**src/sba_defines.svh**
```systemverilog
/*
 * Constants of the system bus arbiter: master indices, widths and reset values.
 * Assumes inclusion by the arbiter package and the arbiter module only.
 */
`ifndef SBA_DEFINES_SVH
`define SBA_DEFINES_SVH

`define SBA_NUM_MASTERS     8
`define SBA_IDX_W           3
`define SBA_IDX_EXT_MASTER  3'h0
`define SBA_IDX_ADDR_XLATE  3'h1
`define SBA_IDX_DMA_0_A     3'h2
`define SBA_IDX_DMA_1_B     3'h3
`define SBA_IDX_MAC_DMA_0   3'h4
`define SBA_IDX_MAC_DMA_1   3'h5
`define SBA_IDX_USB_HOST    3'h6
`define SBA_IDX_CORE        3'h7
`define SBA_RST_GRANT       8'h00
`define SBA_RST_OWNER       3'h0
`define SBA_RST_RR_PTR      3'h7
`define SBA_RST_BOOST_ACT   1'b0
`define SBA_SCHEME_FIXED    1'b0
`define SBA_SCHEME_ROTATE   1'b1

`endif

```
**src/sba_pkg.sv**
```systemverilog
/*
 * Types of the system bus arbiter: the arbitration state and the state record.
 * Assumes sba_defines.svh is on the include path.
 */
`default_nettype none

`include "sba_defines.svh"

package sba_pkg;

	typedef enum logic [0:0] {
		SBA_IDLE = 1'b0,
		SBA_BUSY = 1'b1
	} sba_state_t;

	typedef struct packed {
		sba_state_t                    state;
		logic [`SBA_NUM_MASTERS-1:0]   grant;
		logic [`SBA_IDX_W-1:0]         owner;
		logic [`SBA_IDX_W-1:0]         rr_ptr;
		logic                          boost_active;
	} sba_regs_t;

endpackage

`default_nettype wire

```
**src/sba_arbiter.sv**
```systemverilog
/*
 * System bus arbiter for eight masters: fixed priority with optional core
 * boost, or rotate priority with the external master always first.
 * Assumes every request is synchronous to ref_clk, held until granted and
 * dropped to release the bus; irq_pending is the core's unmasked interrupt.
 */
`timescale 1ns/100ps
`default_nettype none

`include "sba_defines.svh"

// Function
// - At most one master holds the grant, and contending requests are resolved to one winner.
// - While a master holds the bus no other request is granted, whatever its priority.
// - A scheme select of 0, the reset value, picks fixed priority arbitration.
// - In fixed priority the highest-priority requester wins.
// - Without boost the order is external, translator, dma 0, dma 1, mac 0, mac 1, usb, core.
// - With boost enabled and active the core moves to second, right after the external master.
// - With boost disabled the core stays lowest whatever the interrupts do.
// - With boost enabled, the flag clear and no unmasked interrupt, the core stays lowest and the flag stays 0.
// - With boost enabled an unmasked interrupt sets the boost-active flag and lifts the core.
// - The boost-active flag is readable; a clear pulse (a write of 0) clears it unless an interrupt is pending, which sets it.
// - A scheme select of 1 picks rotate priority arbitration.
// - In rotate mode boost is ignored, the external master is first and the rest rotate.
module sba_arbiter
	import sba_pkg::*;
(
	input  wire logic                        ref_clk,
	input  wire logic                        rst_n,
	input  wire logic [`SBA_NUM_MASTERS-1:0] bus_req,
	input  wire logic                        priority_scheme_select,
	input  wire logic                        core_boost_enable,
	input  wire logic                        irq_pending,
	input  wire logic                        core_boost_active_clr,
	output logic      [`SBA_NUM_MASTERS-1:0] bus_grant,
	output logic      [`SBA_IDX_W-1:0]       bus_owner,
	output logic                             bus_busy,
	output logic                             core_boost_active
);

	sba_regs_t                   state_reg;
	sba_regs_t                   state_next;
	logic                        rotate;
	logic                        boost_eff;
	logic                        any_req;
	logic [`SBA_IDX_W-1:0]       winner;

	// Fixed order: external first, core second when boosted, otherwise lowest index wins.
	function automatic logic [`SBA_IDX_W-1:0] pick_fixed(
		input logic [`SBA_NUM_MASTERS-1:0] req,
		input logic                        boost
	);
		logic [`SBA_IDX_W-1:0] sel;
		sel = `SBA_IDX_CORE;
		for (int i = `SBA_NUM_MASTERS - 1; i >= 0; i--) begin
			if (req[i]) begin
				sel = i[`SBA_IDX_W-1:0];
			end
		end
		if (boost && req[`SBA_IDX_CORE] && !req[`SBA_IDX_EXT_MASTER]) begin
			sel = `SBA_IDX_CORE;
		end
		return sel;
	endfunction

	// Rotating order over masters 1..7, starting just after the last one served.
	function automatic logic [`SBA_IDX_W-1:0] pick_rotate(
		input logic [`SBA_NUM_MASTERS-1:0] req,
		input logic [`SBA_IDX_W-1:0]       last
	);
		logic [`SBA_IDX_W-1:0] sel;
		logic                  found;
		logic [`SBA_IDX_W-1:0] cand;
		sel = `SBA_IDX_EXT_MASTER;
		found = 1'b0;
		cand = last;
		for (int k = 1; k < `SBA_NUM_MASTERS; k++) begin
			cand = (cand == `SBA_IDX_CORE) ? `SBA_IDX_ADDR_XLATE : cand + 3'h1;
			if (!found && req[cand]) begin
				sel = cand;
				found = 1'b1;
			end
		end
		if (req[`SBA_IDX_EXT_MASTER]) begin
			sel = `SBA_IDX_EXT_MASTER;
		end
		return sel;
	endfunction

	// Mode decode; boost only counts in fixed mode with the enable set.
	assign rotate    = (priority_scheme_select == `SBA_SCHEME_ROTATE);
	assign boost_eff = !rotate && core_boost_enable && state_reg.boost_active;
	assign any_req   = |bus_req;
	assign winner    = rotate ? pick_rotate(bus_req, state_reg.rr_ptr)
	                          : pick_fixed(bus_req, boost_eff);

	// Next-state logic for grant, owner, rotation pointer and boost flag.
	always_comb begin
		state_next = state_reg;
		case (state_reg.state)
			SBA_IDLE: begin
				if (any_req) begin
					state_next.state = SBA_BUSY;
					state_next.owner = winner;
					state_next.grant = '0;
					state_next.grant[winner] = 1'b1;
					if (rotate && winner != `SBA_IDX_EXT_MASTER) begin
						state_next.rr_ptr = winner;
					end
				end
			end
			SBA_BUSY: begin
				// Other requests wait; the release cycle itself grants nothing.
				if (!bus_req[state_reg.owner]) begin
					state_next.state = SBA_IDLE;
					state_next.grant = `SBA_RST_GRANT;
				end
			end
			default: begin
				state_next.state = SBA_IDLE;
				state_next.grant = `SBA_RST_GRANT;
			end
		endcase
		// Interrupt set wins over a same-cycle software clear so no boost request is lost.
		if (rotate || !core_boost_enable) begin
			state_next.boost_active = 1'b0;
		end else if (irq_pending) begin
			state_next.boost_active = 1'b1;
		end else if (core_boost_active_clr) begin
			state_next.boost_active = 1'b0;
		end
	end

	// State register.
	always_ff @(posedge ref_clk or negedge rst_n) begin
		if (!rst_n) begin
			state_reg.state        <= SBA_IDLE;
			state_reg.grant        <= `SBA_RST_GRANT;
			state_reg.owner        <= `SBA_RST_OWNER;
			state_reg.rr_ptr       <= `SBA_RST_RR_PTR;
			state_reg.boost_active <= `SBA_RST_BOOST_ACT;
		end else begin
			state_reg <= state_next;
		end
	end

	// All outputs come straight from flip-flops.
	assign bus_grant         = state_reg.grant;
	assign bus_owner         = state_reg.owner;
	assign bus_busy          = (state_reg.state == SBA_BUSY);
	assign core_boost_active = state_reg.boost_active;

	// Grants are only decided from idle, so every ordering check starts there.
	// The flag checks watch every edge, since the flag moves in any state.
	logic idle_fix;
	logic idle_rot;
	assign idle_fix = !bus_busy && !rotate;
	assign idle_rot = !bus_busy && rotate;
endmodule

`default_nettype wire

```
**config.mk**
```make
export PLATFORM = sky130hd
export DESIGN_NAME = sba_arbiter
export DESIGN_NICKNAME = d
export VERILOG_FILES = /design/src/sba_pkg.sv /design/src/sba_arbiter.sv
export VERILOG_INCLUDE_DIRS = /design/src
export SDC_FILE = /design/constraint.sdc
export NUM_CORES = 1
export LEC_CHECK = 0
export BUFFER_PORTS_ARGS = -buffer_cell sky130_fd_sc_hd__buf_2
export CORE_MARGIN = 2
export CORE_UTILIZATION = 30
export DETAILED_ROUTE_END_ITERATION = 8
export PLACE_DENSITY_LB_ADDON = 0.05
export SLEW_MARGIN = 15
export SYNTH_ARGS = -nofsm -noshare
export SYNTH_HDL_FRONTEND = slang
export SYNTH_SLANG_ARGS = --single-unit
```
**constraint.sdc**
```tcl
create_clock -name ref_clk -period 9.69 [get_ports ref_clk]
set_input_delay 1.938 -clock ref_clk [delete_from_list [all_inputs] [get_ports ref_clk]]
set_output_delay 1.938 -clock ref_clk [all_outputs]
set_load 0.01 [all_outputs]
```
==> flow_results.org, run 1 <==
** Placement
- Weighted congestion reported at the end of routability-driven placement :: 0.803
- Detail Placement HPWL :: 4740 um
- Input and output buffers added on the ports amount to 26.

** Yosys
- By area the synthesized netlist is led by sky130_fd_sc_hd__dfrtp_1 15%, sky130_fd_sc_hd__ha_1 7.9%, sky130_fd_sc_hd__mux4_2 5.1%.
- Fraction of registers with async set or reset after synthesis :: 1.00
- Leading area contributor after synthesis :: sky130_fd_sc_hd__dfrtp_1
- Mean instance size in the synthesized netlist :: 9.02 um2
- Post-synth EDFFs :: 0
- After synthesis the cells add up to 2230 um2.
- Prevailing post-synth register cell :: sky130_fd_sc_hd__dfrtp_1
- The synthesized design contains 16 register bits.
- Count of cell types in the netlist :: 73
- After technology mapping, the gate count stands at 247.
- Yosys top cell area share :: 0.146
- Share of the yosys chip area belonging to registers :: 0.181
- Net count after synthesis :: 275
- Yosys warnings :: 0

** GRT
- The initial antenna violation count is 0.
- Entering global routing, the biggest net connects 17 pins.
- Wire length of the first global-routing pass :: 10700 um
- Global Route Usage Sum :: 0.160
- Total congestion overflow after global routing :: 0
- Vias in the first global route :: 1997

** Floorplanning
- The die covers 8130 um2.
- Measured along the y axis, the die boundary spans 90.2 um.
- The initial utilization of the core area, before any placement, comes to 0.309.
- Num ports :: 27
- Floorplan die width :: 90.2 um
- The region available for standard cell placement spans 7210 um2.
- In this run the core area contains 31 standard-cell rows.

** Route
- For this block, the via count after detailed routing is 1962.
- The count of nets left with antenna violations once routing finished came out at 0.
- After the first detailed-routing iteration, the DRC count stood at 83.
- The routed design has 6370 um of wire.
- Detailed routing placed a total of 159 um of wire on met3.
- For this block, wires on met1 add up to 2960 um.
- Via density per instance :: 5.59
- After detailed routing, the number of remaining DRC violations is 0.
- Number of detailed-route iterations in the first pass :: 4
- Dividing the detail-routed wire length by the instance count gives 18.2 um.
- Uppermost layer routed :: met4
- Total length of routed met2 wires :: 3150 um

** STA
- After layout, the minimum clock period comes to 8.60 ns.
- Based on the critical path, the design can be clocked at up to 116 MHz.
- Number of failing setup endpoints in the final timing report :: 0
- Tightest Pin Transition :: 0.763 ns
- Final count of pins violating max slew :: 0
- RSZ-0062 raised after global routing :: false
- Headroom to the max-slew limit came out at 0.490.
- Adding up every negative setup slack in the final design gives 0 ns.
- In the finished design, the share of the clock period the worst path needs comes to 0.888.
- The number of failing hold endpoints at the final stage came to 0.
- Maximum clock skew at final layout :: 0.000663 ns

** Setup path
- Along the worst path, the maximum fanout reaches 13.
- Critical path's slowest cell :: sky130_fd_sc_hd__mux4_2
- STA puts the critical path data arrival time at 8.78 ns.
- Crit-path max cell delay :: 0.48 ns
- Worst setup SP type :: flop
- The worst setup path is of the flop to flop kind.
- Startpoint of the worst register-to-register path :: state_reg[1]
- R2r endpoint :: bus_grant[0]
- STA puts the critical path data required time at 9.87 ns.
- Worst setup path start :: state_reg[1]
- Nature of the critical path endpoint :: flop
- Counting stages on the worst path, the most repeated cell is sky130_fd_sc_hd__ha_1.
- The most critical setup path has its endpoint at bus_grant[0].
- The worst register-to-register path has a setup slack of 1.09 ns.
- Length in cells of the worst reg-to-reg path :: 31

** Hold path
- Depth of the worst hold-timing path :: 1
- The tightest min-delay check is of the flop to flop type.

** Clock network
- Post-CTS sizing :: 0
- Inserted Clock Buffers :: 3
- Buffer depth of the longest clock path :: 2
- The clock net in this run drives a total of 16 sinks.
- Clock-pin slew was measured on the worst setup and hold paths at 0.06 ns.
- Max H-tree Level :: 1
- Clk Latency, worst-skew pair :: 0.25 ns
- CTS tree :: done
- # Post-CTS Setup Buffers :: 0
- Clock tree root driver cell :: sky130_fd_sc_hd__clkbuf_8
- Number of buffers inserted for hold repair after clock tree synthesis :: 0

** Finish
- The area growth from synthesis to layout is 6.57%.
- Summing all multi-input logic gate instances after layout gives 1600 um2.
- Counting the fill cells in the layout gives 808.
- Of the cells placed in the final design, the portion with a size suffix greater than 1 is 0.254.
- The repair_antennas step left the layout with diodes totalling 0.
- In the final layout, flip-flops and latches occupy 404 um2.
- Number of nets in the layout :: 281
- The register with the most flip-flops in the layout has 8 of them.

** Job
- Max-capacitance violation count :: 0

** Outcome
- The flow ran to the end, and the final reports show no timing, DRC or antenna violations.
cell usage after synthesis (3+ instances only):
| cell type | count |
|---|---|
| sky130_fd_sc_hd__a211oi_1 | 3 |
| sky130_fd_sc_hd__a21oi_1 | 10 |
| sky130_fd_sc_hd__a221oi_1 | 6 |
| sky130_fd_sc_hd__a32o_1 | 11 |
| sky130_fd_sc_hd__buf_4 | 11 |
| sky130_fd_sc_hd__clkbuf_1 | 9 |
| sky130_fd_sc_hd__dfrtp_1 | 13 |
| sky130_fd_sc_hd__dfstp_2 | 3 |
| sky130_fd_sc_hd__ha_1 | 14 |
| sky130_fd_sc_hd__inv_1 | 16 |
| sky130_fd_sc_hd__mux2_2 | 5 |
| sky130_fd_sc_hd__mux2i_1 | 11 |
| sky130_fd_sc_hd__mux4_2 | 5 |
| sky130_fd_sc_hd__nand2_1 | 8 |
| sky130_fd_sc_hd__nand2b_1 | 8 |
| sky130_fd_sc_hd__nor2_1 | 19 |
| sky130_fd_sc_hd__nor2b_1 | 8 |
| sky130_fd_sc_hd__nor3_1 | 5 |
| sky130_fd_sc_hd__o211ai_1 | 4 |
| sky130_fd_sc_hd__o21a_1 | 3 |
| sky130_fd_sc_hd__o21ai_0 | 3 |
| sky130_fd_sc_hd__o31ai_1 | 4 |
routing by layer:
metal,track usage,vias to the layer above
li1,-,957
met1,0.207,955
met2,0.290,40
met3,0.0109,10
met4,0.0385,0
met5,0,-
logic make-up (layout without fill, tap and decap cells):
group           after synthesis  count (layout)  share of synthesized area
buf+inv                      44              49                      0.102
xor+xnor                      1               1                    0.00393
compound gates               76              76                      0.306
flops                        16              16                      0.181
fa+ha+maj                    14              14                     0.0787
mux                          22              22                      0.130
simple gates                 74              74                      0.198
how the worst min path moves through the flow:
| stage | start | end | slack (ns) |
|---|---|---|---|
| after floorplan | bus_grant[0] | bus_grant[0] | 0.47 |
| after global placement | bus_grant[3] | bus_grant[3] | 0.48 |
| after detailed placement | bus_grant[2] | bus_grant[2] | 0.48 |
| after CTS | bus_grant[2] | bus_grant[2] | 0.50 |
| after global routing | bus_grant[7] | bus_grant[7] | 0.51 |
| final | bus_grant[2] | bus_grant[2] | 0.49 |
through the flow:
step / util / std cells / area (um2) / hold WS, ns / setup slack [ns]
after global placement: 0.323 / 347 / 2330 / 0.480 / 1.09
final: 0.329 / 351 / 2370 / 0.493 / 1.09
after global routing: 0.329 / 351 / 2370 / 0.512 / 0.560
after floorplan: - / 247 / 2230 / 0.467 / 2.06
after detailed placement: 0.323 / 347 / 2330 / 0.482 / 1.12
after CTS: 0.329 / 351 / 2370 / 0.499 / 1.10
cell usage in the layout (no fill, tap or decap), types with 5 or more instances in the layout:
cell type / n
sky130_fd_sc_hd__nor2_1: 19
sky130_fd_sc_hd__nor3_1: 5
sky130_fd_sc_hd__nand2b_1: 8
sky130_fd_sc_hd__mux4_2: 5
sky130_fd_sc_hd__a221oi_1: 6
sky130_fd_sc_hd__mux2_2: 5
sky130_fd_sc_hd__ha_1: 14
sky130_fd_sc_hd__nand2_1: 8
sky130_fd_sc_hd__dfrtp_1: 13
sky130_fd_sc_hd__mux2i_1: 11
sky130_fd_sc_hd__inv_1: 16
sky130_fd_sc_hd__a32o_1: 11
sky130_fd_sc_hd__nor2b_1: 8
sky130_fd_sc_hd__a21oi_1: 10
sky130_fd_sc_hd__buf_2: 26
cell type report:
class,instances,area share
tap,99,0.0522
multi-input combinational,187,0.673
sequential,16,0.170
inverter,19,0.0311
timing repair buffer,26,0.0548
clock buffer,4,0.0190
worst max-delay path: cells and delay by family (launching register included):
kind,cells,cell delay (ns)
AO/OA/AOI/OAI,6,1.43
adder cells (fa/ha/maj),14,3.52
buffers and inverters,3,0.34
flip-flops,1,0.42
multiplexers,2,0.85
AND/OR/NAND/NOR,6,1.99
Power of run 1 is left out: the tool's default activity adds up to more than one toggle a clock period on the data nets, which glitch-free logic cannot reach.
==> inputs of run 2 (changes only) <==
BUFFER_PORTS_ARGS = unset   (was -buffer_cell sky130_fd_sc_hd__buf_2)
DONT_BUFFER_PORTS = 1   (was unset)
==> run 2 against run 1 <==
  * Die area stayed put
  * Critical endpoint unchanged
  * Register-to-register slack hardly changed
  * Setup slack worse by 0.0096 ns
  * Count of clock-buffer cells in the layout stayed put
  * Fmax is 0.11% lower
==> flow_results.org, run 2 (synthesis results as in run 1) <==
** Setup path
- The critical path is of the flop to flop type.
- CP Data Required Time :: 9.87 ns (about the same)
- The cell that appears most often on the critical path is sky130_fd_sc_hd__ha_1.
- Worst setup SP type :: flop
- STA classifies the critical path endpoint as a flop.
- Critical path's slowest cell :: sky130_fd_sc_hd__mux4_2
- Count of buffer and inverter cells on the critical path :: 3 (unchanged)
- Worst setup path start :: state_reg[1]
- CP Max Fanout :: 13 (unchanged)
- The arrival time reported for the critical path endpoint was 8.79 ns (about the same).
- The kind of cell with the highest combined delay along the critical path is adder cells.
- Crit-path max cell delay :: 0.48 ns (about the same)
- The worst register-to-register path begins at state_reg[1].

** Placement
- Weighted congestion reported at the end of routability-driven placement :: 0.722 (-10%)
- # port buffers :: 0 (-100%)
- Detail Placement HPWL :: 4770 um (+0.60%)

** Clock network
- Buffer depth of the longest clock path :: 2 (unchanged)
- TritonCTS built the clock tree.
- # Post-CTS Setup Buffers :: 0 (unchanged)
- Clk Latency, worst-skew pair :: 0.25 ns (about the same)
- Clock tree root driver cell :: sky130_fd_sc_hd__clkbuf_8
- Number of clock sinks :: 16 (unchanged)
- Number of buffers inserted for hold repair after clock tree synthesis :: 0 (unchanged)
- The clock buffer count from CTS is 3 (unchanged).
- The CTS H-tree depth is 1 (unchanged).
- The number of cells upsized or downsized after cts came to 0 (unchanged).
- Clock-pin slew of the registers on the worst-case setup and hold paths :: 0.06 ns (about the same)

** Floorplanning
- Num ports :: 27 (unchanged)
- The core region area was 7210 um2 (unchanged).
- Starting utilization of the core area :: 0.309 (unchanged)
- Floorplan die width :: 90.2 um (unchanged)
- The number of standard-cell rows in the floorplan came to 31 (unchanged).
- Height of the die :: 90.2 um (unchanged)
- The die footprint was 8130 um2 (unchanged).

** Finish
- The number of flip-flops under the largest register name came to 8 (unchanged).
- Leaving out fill and tap cells, the most frequent cells in the layout are 19 x sky130_fd_sc_hd__nor2_1, 16 x sky130_fd_sc_hd__inv_1, 14 x sky130_fd_sc_hd__ha_1, 13 x sky130_fd_sc_hd__dfrtp_1.
- The area used by sequential logic in the layout came to 404 um2 (unchanged).
- The fraction of final layout cells sized beyond drive strength 1 is 0.173 (-0.0814).
- The fraction of the core area covered by cells at the end of the flow came to 0.312 (-0.0166).
- Compared with the post-synthesis result, the final layout area differs by 1.18%.
- Number of antenna cells inserted :: 0 (unchanged)
- The multi-input combinational cell area is 1600 um2 (unchanged).
- The post-layout net count was 255 (-9.3%).
- Total of fill cells in the finished design :: 821 (+1.6%)
- Most common library cell in the layout ignoring fill and taps :: sky130_fd_sc_hd__nor2_1

** Route
- Routed vias :: 1873 (-4.5%)
- Via density per instance :: 5.76 (+3.1%)
- The final routed wire length divided by cell count is 19.5 um (+7.4%).
- The count of antenna-violating nets left after detailed routing came to 0 (unchanged).
- Met3 wire len :: 190 um (+19%)
- The number of DRC violations after detailed-routing iteration 0 was 52 (-37%).
- The number of remaining DRC errors came to 0 (unchanged).
- Wl on met1 :: 2890 um (-2.4%)
- Number of detailed-route iterations in the first pass :: 4 (unchanged)
- The sum of met2 wire segment lengths after detailed routing came to 3210 um (+1.8%).
- Uppermost layer routed :: met4
- The wire length after detailed routing was 6340 um (-0.52%).

** STA
- The remaining max-slew budget at the tightest pin was 0.511 (+0.0210).
- The number of failing hold endpoints at the final stage was 0 (unchanged).
- The shortest clock period the worst path allows after layout was 8.61 ns (+0.00961 ns).
- Final-layout setup total negative slack :: 0 ns (unchanged)
- Final count of pins violating max slew :: 0 (unchanged)
- The worst clock skew was 0.000606 ns (-0.0000573 ns).
- Setup repair after global routing left no endpoint under its margin.
- Tightest Pin Transition :: 0.731 ns (-0.0313 ns)
- The peak clock frequency supported by timing came to 116 MHz (-0.11%).
- Tcrit/Tclk final :: 0.888 (+0.000992)
- Number of failing setup endpoints in the final timing report :: 0 (unchanged)

** GRT
- Wire length of the first global-routing pass :: 10200 um (-4.3%)
- The largest net degree at the start of global routing is 17 (unchanged).
- Vias in the first global route :: 1951 (-2.3%)
- Total congestion overflow after global routing :: 0 (unchanged)
- Number of antenna violations at the first check in global routing :: 0 (unchanged)
- The global routing usage summed across all routing layers came to 0.155 (-0.00480).

** Hold path
- The min-delay analysis places its worst path in the category flop to flop.
- In this run the most critical hold path is launched from bus_grant[2].

** Job
- Max-capacitance violation count :: 0 (unchanged)

** Outcome
- The run finished with clean final reports.
## run 2: path summary, 6_finish.rpt
path	endpoint	slack (ns)	cells past startpoint
worst max-delay path	bus_grant[0]	1.08	31
worst min-delay path	bus_grant[2]	0.57	1
worst max register to register	bus_grant[0]	1.08	31
worst min register to register	bus_grant[2]	0.57	1
max in group asynchronous	state_reg[3]	8.14	0
min in group asynchronous	bus_owner[2]	1.38	0
## run 2: layout make-up
cell class              count  area share
inverters                  19      0.0328
multi-input cells         187       0.708
flip-flops and latches     16       0.179
clock buffers               4      0.0244
well taps                  99      0.0550
## run 2: stage by stage
step,instances,hold WS [ns],worst slack (ns),area [um2]
6_report,325,0.574,1.08,2250
5_1_grt,325,0.593,0.576,2250
4_1_cts,325,0.577,1.07,2250
3_5_place_dp,321,0.553,1.10,2200
3_3_place_gp,321,0.558,1.08,2200
2_1_floorplan,247,0.467,2.06,2230
## run 2: metal layers
| layer | global-route usage | vias to the layer above |
|---|---|---|
| met1 | 0.197 | 933 |
| li1 | - | 907 |
| met5 | 0 | - |
| met2 | 0.289 | 28 |
| met3 | 0.0126 | 5 |
| met4 | 0.0282 | 0 |
Power of run 2 is left out for the same reason.
==> inputs of run 3 (changes only) <==
ABC_AREA = 1   (was unset)
==> run 3 against run 2 <==
  * First-iteration DRC count increased by 100%
  * Count of clock-buffer cells in the layout is the same
  * Final area increased by 1.9%
  * Global-route usage about the same
  * Utilization is 0.084 points higher
  * Critical path depth grew 16
  * Cell count increased by 39%
  * Die area rose by 2.4%
  * Synthesized cell count up 51%
  * Largest cell class unchanged
  * Highest routed layer unchanged
==> flow_results.org, run 3 <==
** Setup path
- Worst setup SP type :: flop
- Crit-path max cell delay :: 0.60 ns (+0.12 ns)
- By startpoint and endpoint, the worst setup path is classified as flop to flop.
- CP Data Required Time :: 9.88 ns (about the same)
- CP Max Fanout :: 11 (-2)
- Among all stages on the critical path, the largest delay is contributed by sky130_fd_sc_hd__dfstp_2.
- STA classifies the critical path endpoint as a flop.
- Most frequent CP cell :: sky130_fd_sc_hd__ha_1
- The arrival time reported for the critical path endpoint is 6.85 ns (-1.94 ns).

** GRT
- The wire length of the first global-routing pass came to 10500 um (+2.6%).
- Global Route Usage Sum :: 0.156 (+0.000340)
- The largest net degree at the start of global routing is 17 (unchanged).
- The number of global-route vias before repair is 2070 (+6.1%).
- Number of antenna violations at the first check in global routing :: 0 (unchanged)
- The global-route congestion overflow total was 0 (unchanged).

** Yosys
- Share of the yosys chip area belonging to registers :: 0.177 (-0.00447)
- Among all flip-flop cells after synthesis, the most frequent one is sky130_fd_sc_hd__dfrtp_1.
- Yosys warnings :: 0 (unchanged)
- Mean instance size in the synthesized netlist :: 6.11 um2 (-32%)
- By count the netlist is led by 131 x sky130_fd_sc_hd__nand2_1, 62 x sky130_fd_sc_hd__nand3_1, 39 x sky130_fd_sc_hd__inv_1.
- Net count after synthesis :: 402 (+46%)
- Fraction of registers with async set or reset after synthesis :: 1.00 (unchanged)
- The gate count of the mapped netlist came to 374 (+51%).
- Yosys instantiated no cell more often than sky130_fd_sc_hd__nand2_1.
- Leading area contributor after synthesis :: sky130_fd_sc_hd__nand2_1
- The count of flip-flops with a built-in enable after synthesis was 0 (unchanged).
- Area contributors post-synth :: sky130_fd_sc_hd__nand2_1 22%, sky130_fd_sc_hd__dfrtp_1 14%, sky130_fd_sc_hd__nand3_1 14%
- Syn Std Cell Area :: 2280 um2 (+2.5%)
- Yosys top cell area share :: 0.215 (+0.0693)
- Count of state elements after synthesis :: 16 (unchanged)
- The number of unique standard cell types used by synthesis came to 30 (-59%).

** Placement
- Weighted congestion reported at the end of routability-driven placement :: 0.765 (+6.0%)
- The detailed placement HPWL was 4720 um (-1.1%).
- The number of buffers added on ports was 0 (unchanged).

** STA
- The part of the cycle the worst path needs is 0.687 (-0.201).
- The peak clock frequency supported by timing was 150 MHz (+29%).
- The remaining max-slew budget at the tightest pin is 0.725 (+0.214).
- Number of failing setup endpoints in the final timing report :: 0 (unchanged)
- The count of pins over their slew limit came to 0 (unchanged).
- RSZ-0062 raised after global routing :: false
- Maximum clock skew at final layout :: 0.00240 ns (+0.00179 ns)
- The shortest clock period the worst path allows after layout was 6.66 ns (-1.95 ns).
- The setup TNS came to 0 ns (unchanged).
- Hold Fails Final Rpt :: 0 (unchanged)
- The slew at the pin with the worst max-slew slack was 0.411 ns (-0.321 ns).
- The worst hold margin is 0.476 ns (-0.0978 ns).

** Floorplanning
- Core Area :: 7330 um2 (+1.6%)
- The number of standard-cell rows in the floorplan is 31 (unchanged).
- The effective utilization at floorplan came to 0.311 (+0.00278).
- The die footprint came to 8330 um2 (+2.4%).
- The horizontal die dimension was 91.2 um (+1.2%).
- The y dimension of the die came to 91.2 um (+1.2%).
- Num ports :: 27 (unchanged)

** Outcome
- Result of the run :: finished clean

** Clock network
- Max H-tree Level :: 1 (unchanged)
- CTS tree :: done
- Buffer depth of the longest clock path :: 2 (unchanged)
- The clock latency at the later pin of the worst-skew pair is 0.25 ns (about the same).
- Number of buffers inserted for hold repair after clock tree synthesis :: 0 (unchanged)
- The clock buffer count from CTS came to 3 (unchanged).
- The cell sitting at the root of the clock tree is a sky130_fd_sc_hd__clkbuf_8.
- # Post-CTS Setup Buffers :: 0 (unchanged)
- Number of clock sinks :: 16 (unchanged)
- The number of cells upsized or downsized after cts came to 0 (unchanged).
- Clock-pin slew of the registers on the worst-case setup and hold paths :: 0.06 ns (about the same)

** Route
- Via density per instance :: 4.76 (-17%)
- The via count of the routed design came to 2156 (+15%).
- The wire length after detailed routing came to 6180 um (-2.5%).
- The number of remaining DRC errors came to 0 (unchanged).
- Number of nets still failing antenna checks after routing :: 0 (unchanged)
- Number of detailed-route iterations in the first pass :: 4 (unchanged)
- Routed len/inst :: 13.6 um (-30%)
- The number of DRC violations after detailed-routing iteration 0 was 105 (+100%).

** Finish
- In the layout the commonest cells are 131 x sky130_fd_sc_hd__nand2_1, 62 x sky130_fd_sc_hd__nand3_1, 39 x sky130_fd_sc_hd__inv_1, 15 x sky130_fd_sc_hd__nand2_2, 14 x sky130_fd_sc_hd__ha_1.
- Number of nets in the layout :: 383 (+50%)
- The filler cell count in the final layout is 812 (-1.1%).
- Most common library cell in the layout ignoring fill and taps :: sky130_fd_sc_hd__nand2_1
- Max reg flops :: 8 (unchanged)
- The area used by sequential logic in the layout was 404 um2 (unchanged).
- The multi-input combinational cell area came to 1540 um2 (-3.4%).
- The fraction of final layout cells sized beyond drive strength 1 is 0.144 (-0.0285).
- The antenna diode count is 0 (unchanged).
- Compared with the post-synthesis result, the final layout area differs by 0.548%.

** Hold path
- The path class of the tightest hold or removal check is flop to flop.

** Job
- The count of maximum capacitance violations was 0 (unchanged).
==> run 3: cell types whose count changed after synthesis, sizes merged, moves of 5 or more <==
cell	before	now
a211oi	5	0
a221oi	7	0
a32o	11	0
inv	19	44
mux2	6	0
mux2i	11	0
mux4	5	0
nand2	8	152
nand2b	8	0
nand3	2	69
nor2	20	15
nor2b	10	0
o21ai	4	18
==> run 3: through the flow <==
step | std cells | utilization | cell area, um2 | worst slack [ns]
floorplan | 374 | - | 2280 | 3.58
global placement | 449 | 0.306 | 2240 | 3.17
detailed placement | 449 | 0.306 | 2240 | 3.13
CTS | 453 | 0.313 | 2300 | 3.07
global route | 453 | 0.313 | 2300 | 2.13
finish | 453 | 0.313 | 2300 | 3.03
==> run 3: worst max-delay path: cells and delay by family, from the launching register on <==
| kind | cells | cell delay, ns |
|---|---|---|
| adders and majority gates | 14 | 2.59 |
| buffers and inverters | 11 | 1.16 |
| DFF | 1 | 0.60 |
| and+or+nand+nor | 22 | 2.26 |
==> run 3: final timing paths <==
kind	from	slack, ns	to	depth (start not counted)
setup / recovery	state_reg[1]	3.03	state_reg[1]	47
hold / removal	state_reg[3]	0.48	state_reg[3]	2
setup reg to reg	state_reg[1]	3.03	state_reg[1]	47
hold reg to reg	state_reg[3]	0.48	state_reg[3]	2
max in group asynchronous	rst_n	8.15	state_reg[1]	0
min in group asynchronous	rst_n	1.37	bus_owner[2]	0
==> run 3: layout make-up <==
type                            count  area share
Inverter                           45      0.0741
Sequential cell                    16       0.176
Tap cell                           99      0.0540
Clock buffer                        4      0.0240
Multi-Input combinational cell    289       0.672
==> run 3: per-layer routing <==
layer,GRT usage,part of all wire,up-vias
li1,-,-,1146
met3,0.0282,0.041,6
met1,0.220,0.51,970
met2,0.251,0.44,34
met5,0,0,-
met4,0.0265,0.0070,0
==> run 3: cells by family after synthesis <==
group           after synthesis  synth area share
simple gates                242             0.518
buf+inv                      69             0.147
compound gates               33            0.0811
flops                        16             0.177
fa+ha+maj                    14            0.0767
Power of run 3 is left out for the same reason.
